File: src/rtl/lcd_drive_cfg.svh
// Register offsets, field positions and reset values of the segment panel driver.
// Assumes a 32-bit classic Wishbone bus with byte addresses.
`ifndef LCD_DRIVE_CFG_SVH
`define LCD_DRIVE_CFG_SVH
`define OFS_CTRL_ONE 8'h00
`define OFS_CTRL_TWO 8'h04
`define OFS_CTRL_THREE 8'h08
`define OFS_STATUS 8'h0c
`define OFS_RAM0 8'h10
`define OFS_RAM1 8'h14
`define OFS_RAM2 8'h18
`define OFS_RAM3 8'h1c
`define POS_WAVE 7
`define POS_SUPPLY 6
`define POS_ENABLE 5
`define POS_SHOW 4
`define POS_CMX 2
`define RST_CTRL 8'h00
`define SPLIT_REMOVE_CODE 4'h7
`define FIXED_ONES 2'h3
`endif

File: src/rtl/lcd_drive_pkg.sv
// Types shared by the segment panel driver: drive level codes and duty cycles.
// Assumes nothing of its surroundings.
package lcd_drive_pkg;
  // Drive level code per output pin
  typedef enum logic [1:0] {
    lv_vss = 2'h0,
    lv_v3 = 2'h1,
    lv_v2 = 2'h2,
    lv_v1 = 2'h3
  } level_t;
  // Duty cycle selection
  typedef enum logic [1:0] {
    duty_static = 2'h0,
    duty_half = 2'h1,
    duty_third = 2'h2,
    duty_quarter = 2'h3
  } duty_t;
endpackage

File: src/rtl/lcd_drive.sv
// Segment panel driver: registers, display RAM, frame timing and drive levels.
// Assumes a classic Wishbone master on clk_i and a subclock arriving on a pin.
`timescale 1ns/1ps
`default_nettype none
`include "lcd_drive_cfg.svh"

// How it works
// - One-third duty frame is three steps, not four.
// - Top bit of control two picks waveform.
// - Control two bits six, five read one.
// - Control two bit four reads zero.
// - Split resistors removed only for code 0111.
// - Duplicate plus static: all commons identical.
// - Duplicate plus half: commons paired.
// - Two-bit field selects four duties.
// - Segment group field enables segment outputs.
// - RAM takes word or byte writes.
// - Levels follow data and alternation.
// - Subclock-only modes stop system-clock frame source.
// - Subclock source keeps running in subclock modes.
// - Standby stops display, supply off.
// - Module standby stops display.
// - Enable cleared halts, supply off, registers kept.
// - Show bit zero blanks data.
// - Frame clock from subclock or divided system clock.
module lcd_drive #(
  parameter int NSEG = 32
) (
  input wire logic clk_i, // System clock
  input wire logic rst_i, // Synchronous reset, active high
  input wire logic wb_cyc_i, // Bus cycle
  input wire logic wb_stb_i, // Bus strobe
  input wire logic wb_we_i, // Write enable
  input wire logic [7:0] wb_adr_i, // Byte address
  input wire logic [3:0] wb_sel_i, // Byte lanes
  input wire logic [31:0] wb_dat_i, // Write data
  output logic [31:0] wb_dat_o, // Read data
  output logic wb_ack_o, // Acknowledge
  input wire logic sub_clk_i, // Subclock from its pin
  input wire logic sub_only_i, // Subclock-only operating mode
  input wire logic standby_i, // Standby mode
  input wire logic module_standby_i, // Module standby
  output logic [7:0] com_level_o, // Common levels, two bits each
  output logic [2*NSEG-1:0] seg_level_o, // Segment levels, two bits each
  output logic alternation_o, // Alternation signal
  output logic drive_supply_on_o, // Internal drive supply connected
  output logic split_removed_o // Split resistors disconnected
);

  typedef struct packed {
    logic ack;
    logic [31:0] rdat;
    logic wave;
    logic [3:0] cds;
    logic supply;
    logic en;
    logic show;
    logic [3:0] fcs;
    lcd_drive_pkg::duty_t duty;
    logic common_duplicate;
    logic [3:0] sgs;
    logic [3:0][31:0] ram;
    logic [7:0] sdiv;
    logic [1:0] subd;
    logic [1:0] step;
    logic m;
    logic s1;
    logic s2;
    logic s3;
    logic [7:0] com;
    logic [2*NSEG-1:0] seg;
    logic pwr;
    logic split;
  } state_t;

  state_t r;
  state_t n;
  logic req;
  logic wr_hit;
  logic [1:0] src;
  logic halt;
  logic tick;
  logic sys_tick;
  logic sub_tick;
  logic [1:0] last;
  logic [1:0] cidx;
  logic [2:0] ncom;
  logic [7:0] mask;
  logic [7:0] rd;

  // Common level for a selected or unselected phase
  function automatic lcd_drive_pkg::level_t com_lvl(input logic sel, input lcd_drive_pkg::duty_t d,
                                                    input logic m);
    if (sel) begin
      com_lvl = m ? lcd_drive_pkg::lv_vss : lcd_drive_pkg::lv_v1;
    end else if (d == lcd_drive_pkg::duty_half) begin
      com_lvl = lcd_drive_pkg::lv_v2;
    end else begin
      com_lvl = m ? lcd_drive_pkg::lv_v2 : lcd_drive_pkg::lv_v3;
    end
  endfunction

  // Segment level for on or off data
  function automatic lcd_drive_pkg::level_t seg_lvl(input logic on, input lcd_drive_pkg::duty_t d,
                                                    input logic m);
    if (on) begin
      seg_lvl = m ? lcd_drive_pkg::lv_v1 : lcd_drive_pkg::lv_vss;
    end else if (d == lcd_drive_pkg::duty_static || d == lcd_drive_pkg::duty_half) begin
      seg_lvl = m ? lcd_drive_pkg::lv_vss : lcd_drive_pkg::lv_v1;
    end else begin
      seg_lvl = m ? lcd_drive_pkg::lv_v3 : lcd_drive_pkg::lv_v2;
    end
  endfunction

  // Frame source, sequencing and drive decode
  always_comb begin
    n = r;
    req = wb_cyc_i & wb_stb_i & ~r.ack;
    // Write lands at the edge where the master samples ack high
    wr_hit = wb_cyc_i & wb_stb_i & wb_we_i & r.ack;
    src = 2'h0;
    halt = ~r.en | standby_i | module_standby_i;
    // Subclock sync and edge
    n.s1 = sub_clk_i;
    n.s2 = r.s1;
    n.s3 = r.s2;
    sub_tick = 1'b0;
    if (r.s2 & ~r.s3) begin
      n.subd = r.subd + 2'h1;
      sub_tick = r.fcs[1] ? (r.subd == 2'h3) : (r.fcs[0] ? r.subd[0] : 1'b1);
    end
    // System clock divider, 2 to 256
    n.sdiv = r.sdiv + 8'h01;
    mask = 8'hff >> (3'h7 - r.fcs[2:0]);
    sys_tick = &(r.sdiv | ~mask);
    tick = ~halt & (r.fcs[3] ? (sys_tick & ~sub_only_i) : sub_tick);
    last = (r.duty == lcd_drive_pkg::duty_third) ? 2'h2 : 2'h3;
    if (tick) begin
      n.step = (r.step == last) ? 2'h0 : r.step + 2'h1;
      if (~r.wave | (r.step == last)) begin
        n.m = ~r.m;
      end
    end
    // Active common index and count per duty
    unique case (r.duty)
      lcd_drive_pkg::duty_static: begin
        cidx = 2'h0;
        ncom = 3'h1;
      end
      lcd_drive_pkg::duty_half: begin
        cidx = {1'b0, r.step[1]};
        ncom = 3'h2;
      end
      lcd_drive_pkg::duty_third: begin
        cidx = r.step;
        ncom = 3'h3;
      end
      lcd_drive_pkg::duty_quarter: begin
        cidx = r.step;
        ncom = 3'h4;
      end
    endcase
    // Common outputs with optional duplication
    for (int j = 0; j < 4; j++) begin
      src = 2'(j);
      if (r.common_duplicate && r.duty == lcd_drive_pkg::duty_static) begin
        src = 2'h0;
      end else if (r.common_duplicate && r.duty == lcd_drive_pkg::duty_half) begin
        src = 2'(j >> 1);
      end
      if ({1'b0, src} < ncom) begin
        n.com[2*j+:2] = com_lvl(src == cidx, r.duty, r.m);
      end else begin
        n.com[2*j+:2] = lcd_drive_pkg::lv_vss;
      end
    end
    // Segment outputs
    for (int i = 0; i < NSEG; i++) begin
      if (5'(i >> 2) < {1'b0, r.sgs}) begin
        n.seg[2*i+:2] = seg_lvl(r.show & r.ram[cidx][i], r.duty, r.m);
      end else begin
        n.seg[2*i+:2] = lcd_drive_pkg::lv_vss;
      end
    end
    if (halt) begin
      n.step = 2'h0;
      n.m = 1'b0;
      n.subd = 2'h0;
      n.com = 8'h00;
      n.seg = '0;
    end
    n.pwr = r.supply & r.en & ~standby_i;
    n.split = (r.cds == `SPLIT_REMOVE_CODE);
    // Register reads
    rd = 8'h00;
    n.rdat = 32'h0;
    unique case (wb_adr_i[7:0] & 8'hfc)
      `OFS_CTRL_ONE: rd = {1'b1, r.supply, r.en, r.show, r.fcs};
      `OFS_CTRL_TWO: rd = {r.wave, `FIXED_ONES, 1'b0, r.cds};
      `OFS_CTRL_THREE: rd = {r.sgs, 1'b0, r.common_duplicate, r.duty};
      `OFS_STATUS: rd = {4'h0, r.step, ~halt, r.m};
      default: rd = 8'h00;
    endcase
    n.rdat = {24'h0, rd};
    if (wb_adr_i >= `OFS_RAM0 && wb_adr_i <= (`OFS_RAM3 | 8'h03)) begin
      n.rdat = r.ram[wb_adr_i[3:2]];
    end
    n.ack = req;
    // Register and RAM writes
    if (wr_hit) begin
      if (wb_sel_i[0]) begin
        unique case (wb_adr_i[7:0] & 8'hfc)
          `OFS_CTRL_ONE: begin
            n.supply = wb_dat_i[`POS_SUPPLY];
            n.en = wb_dat_i[`POS_ENABLE];
            n.show = wb_dat_i[`POS_SHOW];
            n.fcs = wb_dat_i[3:0];
          end
          `OFS_CTRL_TWO: begin
            n.wave = wb_dat_i[`POS_WAVE];
            n.cds = wb_dat_i[3:0];
          end
          `OFS_CTRL_THREE: begin
            n.sgs = wb_dat_i[7:4];
            n.common_duplicate = wb_dat_i[`POS_CMX];
            n.duty = lcd_drive_pkg::duty_t'(wb_dat_i[1:0]);
          end
          default: begin
          end
        endcase
      end
      if (wb_adr_i >= `OFS_RAM0 && wb_adr_i <= (`OFS_RAM3 | 8'h03)) begin
        for (int b = 0; b < 4; b++) begin
          if (wb_sel_i[b]) begin
            n.ram[wb_adr_i[3:2]][8*b+:8] = wb_dat_i[8*b+:8];
          end
        end
      end
    end
  end

  // State register
  always_ff @(posedge clk_i) begin
    if (rst_i) begin
      r <= '0;
    end else begin
      r <= n;
    end
  end

  assign wb_dat_o = r.rdat;
  assign wb_ack_o = r.ack;
  assign com_level_o = r.com;
  assign seg_level_o = r.seg;
  assign alternation_o = r.m;
  assign drive_supply_on_o = r.pwr;
  assign split_removed_o = r.split;
endmodule // lcd_drive
`default_nettype wire

File: config.mk
export PLATFORM = sky130hd
export DESIGN_NAME = lcd_drive
export DESIGN_NICKNAME = d
export VERILOG_FILES = /design/src/rtl/lcd_drive_pkg.sv /design/src/rtl/lcd_drive.sv
export VERILOG_INCLUDE_DIRS = /design/src /design/src/rtl
export SDC_FILE = /design/constraint.sdc
export NUM_CORES = 1
export LEC_CHECK = 0
export BUFFER_PORTS_ARGS = -buffer_cell sky130_fd_sc_hd__buf_4
export CAP_MARGIN = 20
export CORE_MARGIN = 1
export CORE_UTILIZATION = 45
export DETAILED_ROUTE_END_ITERATION = 7
export GPL_ROUTABILITY_DRIVEN = 0
export GPL_TIMING_DRIVEN = 0
export PLACE_DENSITY = 0.7
export SYNTH_ARGS = -nofsm -noshare
export SYNTH_HDL_FRONTEND = slang
export SYNTH_SLANG_ARGS = --single-unit
File: constraint.sdc
create_clock -name clk_i -period 4.25 [get_ports clk_i]
set_input_delay 0.425 -clock clk_i [delete_from_list [all_inputs] [get_ports clk_i]]
set_output_delay 0.425 -clock clk_i [all_outputs]
set_load 0.1 [all_outputs]
==> results of run 1 <==
## kinds of logic after synthesis
group | Yosys count | synth area share
flip-flops | 270 | 0.416
multiplexers | 266 | 0.239
AND/OR/NAND/NOR | 398 | 0.144
adder cells (fa/ha/maj) | 8 | 0.00771
XOR/XNOR | 40 | 0.0270
AO/OA/AOI/OAI | 118 | 0.0732
buffers and inverters | 194 | 0.0937
## layout make-up
type / instances / area, um2 / area share
multi-input combinational: 830 / 6370 / 0.408
sequential: 270 / 5410 / 0.346
timing repair buffer: 158 / 1190 / 0.0759
buffer: 181 / 1170 / 0.0748
clock buffer: 36 / 812 / 0.0520
tap: 378 / 473 / 0.0303
clock inverter: 15 / 159 / 0.0102
inverter: 13 / 48.8 / 0.00312
## cell usage in the layout (no fill, tap or decap), types with 9 or more instances in the layout
cell type / count
mux2i_1: 231
buf_2: 21
nor2b_1: 33
mux4_2: 35
nand2_1: 54
a22oi_1: 11
nor2_1: 221
xnor2_1: 37
nand3_1: 28
nor3_1: 10
a21oi_1: 29
inv_1: 12
buf_4: 273
clkinv_2: 9
clkbuf_1: 36
nand2_2: 9
o21ai_0: 15
dfxtp_1: 270
clkbuf_16: 29
o22ai_2: 31
## power groups by stage
stage                     combinational (mW)  sequential (mW)  clock (mW)
after floorplan                       0.0791             2.60           0
after global placement                 0.181             2.59           0
after detailed placement               0.181             2.59           0
after CTS                              0.182             2.54        2.59
after global routing                   0.193             2.54        2.69
final                                  0.184             2.54        2.56
## metal layers
| metal | share of wire | wire length, um |
|---|---|---|
| met1 | 0.46 | 15900 |
| met2 | 0.45 | 15500 |
| met3 | 0.073 | 2540 |
| met4 | 0.025 | 872 |
| met5 | 0 | 0 |
## flip-flops by register name, indices dropped and copies added, names as in the netlist
signal	count
com_level_o	8
wb_dat_o	32
split_removed_o	1
drive_supply_on_o	1
seg_level_o	64
r	160
wb_ack_o	1
alternation_o	1
n	2
## worst min-delay path by stage
| stage | endpoint | cells after the start |
|---|---|---|
| after floorplan | split_removed_o | 1 |
| after global placement | wb_ack_o | 1 |
| after detailed placement | n[74] | 1 |
| after CTS | wb_ack_o | 3 |
| after global routing | n[75] | 2 |
| final | n[75] | 2 |
## through the flow
step                total power, mW  std cells
floorplan                      2.68       1294
global placement               2.78       1830
detailed placement             2.78       1830
CTS                            5.31       1881
global route                   5.42       1881
finish                         5.28       1881
## synthesized netlist by cell type (all sizes together), types with 2 or more instances
library cell	n
dfxtp	270
mux2i	231
nor2	221
buf	143
nand2	66
clkbuf	38
xnor2	37
mux4	35
nor2b	33
o22ai	33
nand3	32
a21oi	29
o21ai	18
inv	13
a22oi	11
nor3	10
ha	8
and3	7
nand2b	6
or3	5
nor4	4
a211oi	3
nor3b	3
o21a	3
xor2	3
a211o	2
a21o	2
a31oi	2
a32oi	2
nand3b	2
nand4b	2
nor4b	2
o31ai	2
## worst max-delay path: cells and delay by family (launching register included)
family	cells	cell delay, ps
AO/OA/AOI/OAI	2	620
buffers and inverters	2	570
flip-flops	1	470
AND/OR/NAND/NOR	2	360
adder cells (fa/ha/maj)	1	270
multiplexers	1	240
==> results.md, run 1 <==
* Startpoint Class: register
* Final antenna-violating net count at 0
* GR met2 Demand/Resource at 0.366
* Hold wc startpoint: sub_clk_i
* Mapped Area at 13,000 um2
* CP Launch Point: r[223]
* Die area at 29,500 um2
* Critical Path End Type: register
* Drt via density at 5.25
* First-pass GRT wire length at 52,800 um
* Outcome: complete, no violations
* Horiz. Die Dim at 172 um
* Antenna diodes at 0
* Primary FF master, synth: dfxtp_1
* H-tree levels at 1
* Top cell type's share of synthesized area at 0.416
* TNS Setup at 0 ps
* Total GRT Usage at 0.234
* Setup Fix Bufs, Post-CTS at 0
* Core box area at 28,100 um2
* Clock Path Buffers at 3
* Clock root cell: clkbuf_16
* Leak Pwr at 7.68 nW
* EDFF count, synth at 0
* CTS sink count at 270
* Flop pwr share at 0.481
* Max_cap viols at 0
* Clock power share at 0.484
* DRC viols at 0
* Pint at 4.12 mW
* Hold Worst Slack at 122 ps
* P_sw at 1.16 mW
* Rel. slew slack at 0.423
* Clock Skew at 22.3 ps
* Nets@finish at 1,543
* Cell taking the most area after synthesis: dfxtp_1
* #FFs+latches synth at 270
* Measured slew at the worst slew-check pin at 855 ps
* Final setup viols at 0
* Die height at 172 um
* YS warnings at 0
* Slowest cell on crit path: dfxtp_1
* Initial antenna violation count at 0
* Yosys cell types at 63
* Reg2Reg Depth at 8
* Worst path cell trace: inv_1 -> ha_1 -> nand2b_1 -> o221ai_2 -> buf_2 -> o22ai_2 -> nor2_1 -> mux2i_1
* Fin util at 0.556
* Std-Cell Rows at 61
* I/O Buffers at 158
* Area growth syn-to-layout at 20.2%
* WL/cell at 18.5 um
* Slew Viols, Final at 0
* CTS tree: yes
* Gr ovfl total at 0
* Critical path type: register to register
* Post-DP HPWL at 25,600 um
* Clock slew at reported path FFs at 70 ps
* Worst slack, placed at 1670 ps
* Critical Path RT at 4700 ps
* Asr flop ratio synth at 0
* Vias at 9,872
* RSZ-0062 raised after global routing: false
* Net Sw Frac at 0.219
* Cell Pwr Density at 338 nW/um2
* Fill cells at 2,500
* Min-Delay Path Class: primary input to register
* Min Tclk post-route at 2620 ps
* CP Max Fanout at 10
* PostCTS Resize Cnt at 0
* # hold bufs at CTS at 0
* Met3 Usage GRT at 0.0451
* Clock Latency Late Sink at 550 ps
* Slowest stage delay, CP at 470 ps
* Synth Area per Inst at 10.0 um2
* Share of post-route cells with drive strength above 1 at 0.293
* Area contributors post-synth: dfxtp_1 (42%), mux2i_1 (18%), buf_4 (6.6%), nor2_1 (6.4%), mux4_2 (6.1%)
* Final Hold Viols at 0
* Ports at 161
* DRT Pass-1 Iters at 5
* Total Wirelength at 34,800 um
* Initial Util at 0.462
* Reg-to-Reg Start: r[223]
* End point of the critical path: seg_level_o[20]
* Syn_nets at 1,355
* Worst EP arrival at 3070 ps
* Number of global-route vias before repair at 9,357
* F_max at 0.381 GHz
* Final Cycle Share at 0.618
* M1 GR Usage at 0.322
* Pin count of the biggest net entering global routing at 15
* Reg-to-reg slack, setup at 1630 ps
* Initial drt markers at 755
* Max IR drop VDD at 316 uV
* Final instance area at 15,600 um2
* Area post-placement at 14,600 um2
* Final setup margin at 1630 ps
* Global route hottest layer: met2
* Register area share after synthesis at 0.416
* R2r endpoint: seg_level_o[20]
* Syn Inst Count at 1,294
* Combinational power share at 0.035
* Num CTS Buffers at 28
No activity file was read; power rests on OpenSTA's default activity.
==> run 2, diff against run 1 <==
==> constraint.sdc (replaced) <==
create_clock -name clk_i -period 2.5 [get_ports clk_i]
set_input_delay 0.25 -clock clk_i [delete_from_list [all_inputs] [get_ports clk_i]]
set_output_delay 0.25 -clock clk_i [all_outputs]
set_load 0.1 [all_outputs]
==> results.md, run 2 (same netlist as run 1, synthesis figures left out) <==
* Clock root cell: clkbuf_16 (unchanged)
* Fill cells at 2,451 (was 2,500)
* Cells after DPL at 1,830 (unchanged)
* Clock Skew at 16.0 ps (was 22.3 ps)
* Pin count of the biggest net entering global routing at 15 (unchanged)
* H-tree levels at 1 (unchanged)
* CP Max Fanout at 10 (unchanged)
* Horiz. Die Dim at 172 um (unchanged)
* Initial drt markers at 796 (was 755)
* Die height at 172 um (unchanged)
* Final antenna-violating net count at 0 (unchanged)
* Drt via density at 5.26 (was 5.25)
* Largest register FFs at 160 (unchanged)
* Slowest stage delay, CP at 490 ps (was 470 ps)
* CTS tree: yes (unchanged)
* CTS sink count at 270 (unchanged)
* Fin util at 0.571 (was 0.556)
* Final setup viols at 0 (unchanged)
* CP delay by family, top: compound AO/OA/AOI/OAI gates (unchanged)
* Power Total at 9.01 mW (was 5.28 mW)
* Slowest cell on crit path: dfxtp_1 (unchanged)
* Clock slew at reported path FFs at 70 ps (about the same)
* Min Tclk post-route at 2450 ps (was 2620 ps)
* Die area at 29,500 um2 (unchanged)
* Hold Worst Slack at 28.0 ps (was 122 ps)
* F_max at 0.408 GHz (was 0.381 GHz)
* Slew Viols, Final at 0 (unchanged)
* Largest reg by FF count: r (unchanged)
* Cell Pwr Density at 562 nW/um2 (was 338 nW/um2)
* DRT Pass-1 Iters at 5 (unchanged)
* WL/cell at 18.4 um (was 18.5 um)
* Num CTS Buffers at 28 (unchanged)
* CP Depth at 8 (unchanged)
* Area growth syn-to-layout at 23.4% (was 20.2%)
* Min-Delay Path Class: primary input to register (unchanged)
* Startpoint Class: register (unchanged)
* Max_cap viols at 0 (unchanged)
* CP Launch Point: r[224] (was r[223])
* Initial Util at 0.462 (unchanged)
* Reg-to-reg slack, setup at 50 ps (was 1630 ps)
* Core box area at 28,100 um2 (unchanged)
* Final setup margin at 50.7 ps (was 1630 ps)
* Most common cell after layout, fill and taps aside: buf_4 (unchanged)
* Clock Latency Late Sink at 540 ps (was 550 ps)
* Final Cycle Share at 0.980 (was 0.618)
* Multi-input gate area at 6430 um2 (was 6370 um2)
* I/O Buffers at 158 (unchanged)
* Final instance area at 16,000 um2 (was 15,600 um2)
* Gr ovfl total at 0 (unchanged)
* Vias at 10,044 (was 9,872)
* Reg2Reg Depth at 8 (unchanged)
* Share of post-route cells with drive strength above 1 at 0.294 (was 0.293)
* Measured slew at the worst slew-check pin at 874 ps (was 855 ps)
* Total GRT Usage at 0.237 (was 0.234)
* Number of global-route vias before repair at 9,513 (was 9,357)
* Register Area at 5410 um2 (about the same)
* DRC viols at 0 (unchanged)
* Critical path type: register to register (unchanged)
* Cell Count, Final, Fillers Out at 1,910 (was 1,881)
* Ports at 161 (unchanged)
* R2r endpoint: seg_level_o[8] (was seg_level_o[20])
* First-pass GRT wire length at 53,500 um (was 52,800 um)
* Post-DP HPWL at 25,600 um (unchanged)
* WP buf/inv at 2 (unchanged)
* End point of the critical path: seg_level_o[8] (was seg_level_o[20])
* Outcome: complete, no violations (unchanged)
* Critical Path End Type: register (unchanged)
* Std-Cell Rows at 61 (unchanged)
* Nets@finish at 1,572 (was 1,543)
* RSZ-0062 raised after global routing: true (was false)
* Leak Pwr at 7.79 nW (was 7.68 nW)
* Area post-placement at 14,600 um2 (unchanged)
* Critical Path RT at 2940 ps (was 4700 ps)
* Max IR drop VDD at 538 uV (was 316 uV)
* Commonest non-fill, non-tap cells in the layout: buf_4 (270), dfxtp_1 (269), mux2i_1 (224) (was buf_4 (273), dfxtp_1 (270), mux2i_1 (231))
* TNS Setup at 0 ps (unchanged)
* Worst slack, placed at -76.4 ps (was 1670 ps)
* Initial antenna violation count at 0 (unchanged)
* Clock Path Buffers at 3 (unchanged)
* Worst EP arrival at 2890 ps (was 3070 ps)
* Antenna diodes at 0 (unchanged)
* Worst path cell trace: ha_1 -> buf_2 -> o21ai_2 -> a211o_2 -> buf_6 -> o22ai_2 -> nor2_1 -> mux2i_1 (was inv_1 -> ha_1 -> nand2b_1 -> o221ai_2 -> buf_2 -> o22ai_2 -> nor2_1 -> mux2i_1)
* Final Hold Viols at 0 (unchanged)
* Total Wirelength at 35,200 um (was 34,800 um)
* Rel. slew slack at 0.417 (was 0.423)
* Reg-to-Reg Start: r[224] (was r[223])
==> run 2: worst min path at each step <==
stage / cells after the start / end / slack, ps / startpoint
2_1_floorplan: 1 / drive_supply_on_o / 330 / standby_i
3_3_place_gp: 1 / wb_ack_o / 430 / wb_ack_o
5_1_grt: 3 / r[223] / 20 / wb_dat_i[0]
6_report: 3 / r[223] / 30 / wb_dat_i[0]
4_1_cts: 3 / r[158] / 10 / wb_dat_i[4]
3_5_place_dp: 1 / n[74] / 430 / n[75]
==> run 2: area by class of cell <==
type	instances	area share
Sequential cell	270	0.337
Buffer	181	0.0763
Multi-Input combinational cell	830	0.401
Tap cell	378	0.0295
Timing Repair Buffer	187	0.0921
Clock buffer	36	0.0507
Inverter	13	0.00304
Clock inverter	15	0.00991
==> run 2: worst register-to-register path: cells and delay by family (launching register included) <==
| kind | cells | cell delay, ps |
|---|---|---|
| AOI/OAI and AO/OA | 3 | 920 |
| DFF | 1 | 490 |
| buffers and inverters | 2 | 430 |
| muxes | 1 | 220 |
| adders and majority gates | 1 | 200 |
| and+or+nand+nor | 1 | 110 |
==> run 2: power by group <==
part / leakage [nW] / internal, mW / total, mW / switching [mW]
logic: 5.13 / 0.139 / 0.349 / 0.210
clock network: 0.484 / 2.59 / 4.35 / 1.75
registers: 2.18 / 4.31 / 4.31 / 0.00673
==> run 2: routing by layer <==
layer / vias up / part of all wire / global-route usage
li1: 4803 / - / -
met1: 4822 / 0.45 / 0.324
met2: 360 / 0.45 / 0.373
met3: 59 / 0.078 / 0.0442
met4: 0 / 0.026 / 0.0831
met5: - / 0 / 0
==> run 2: what timing repair did <==
item,4_1_cts,5_1_grt
buffers inserted,0,0
gates resized for setup,9,22
hold buffers,29,0
setup endpoints to repair,21,47
hold endpoints to repair,99,0
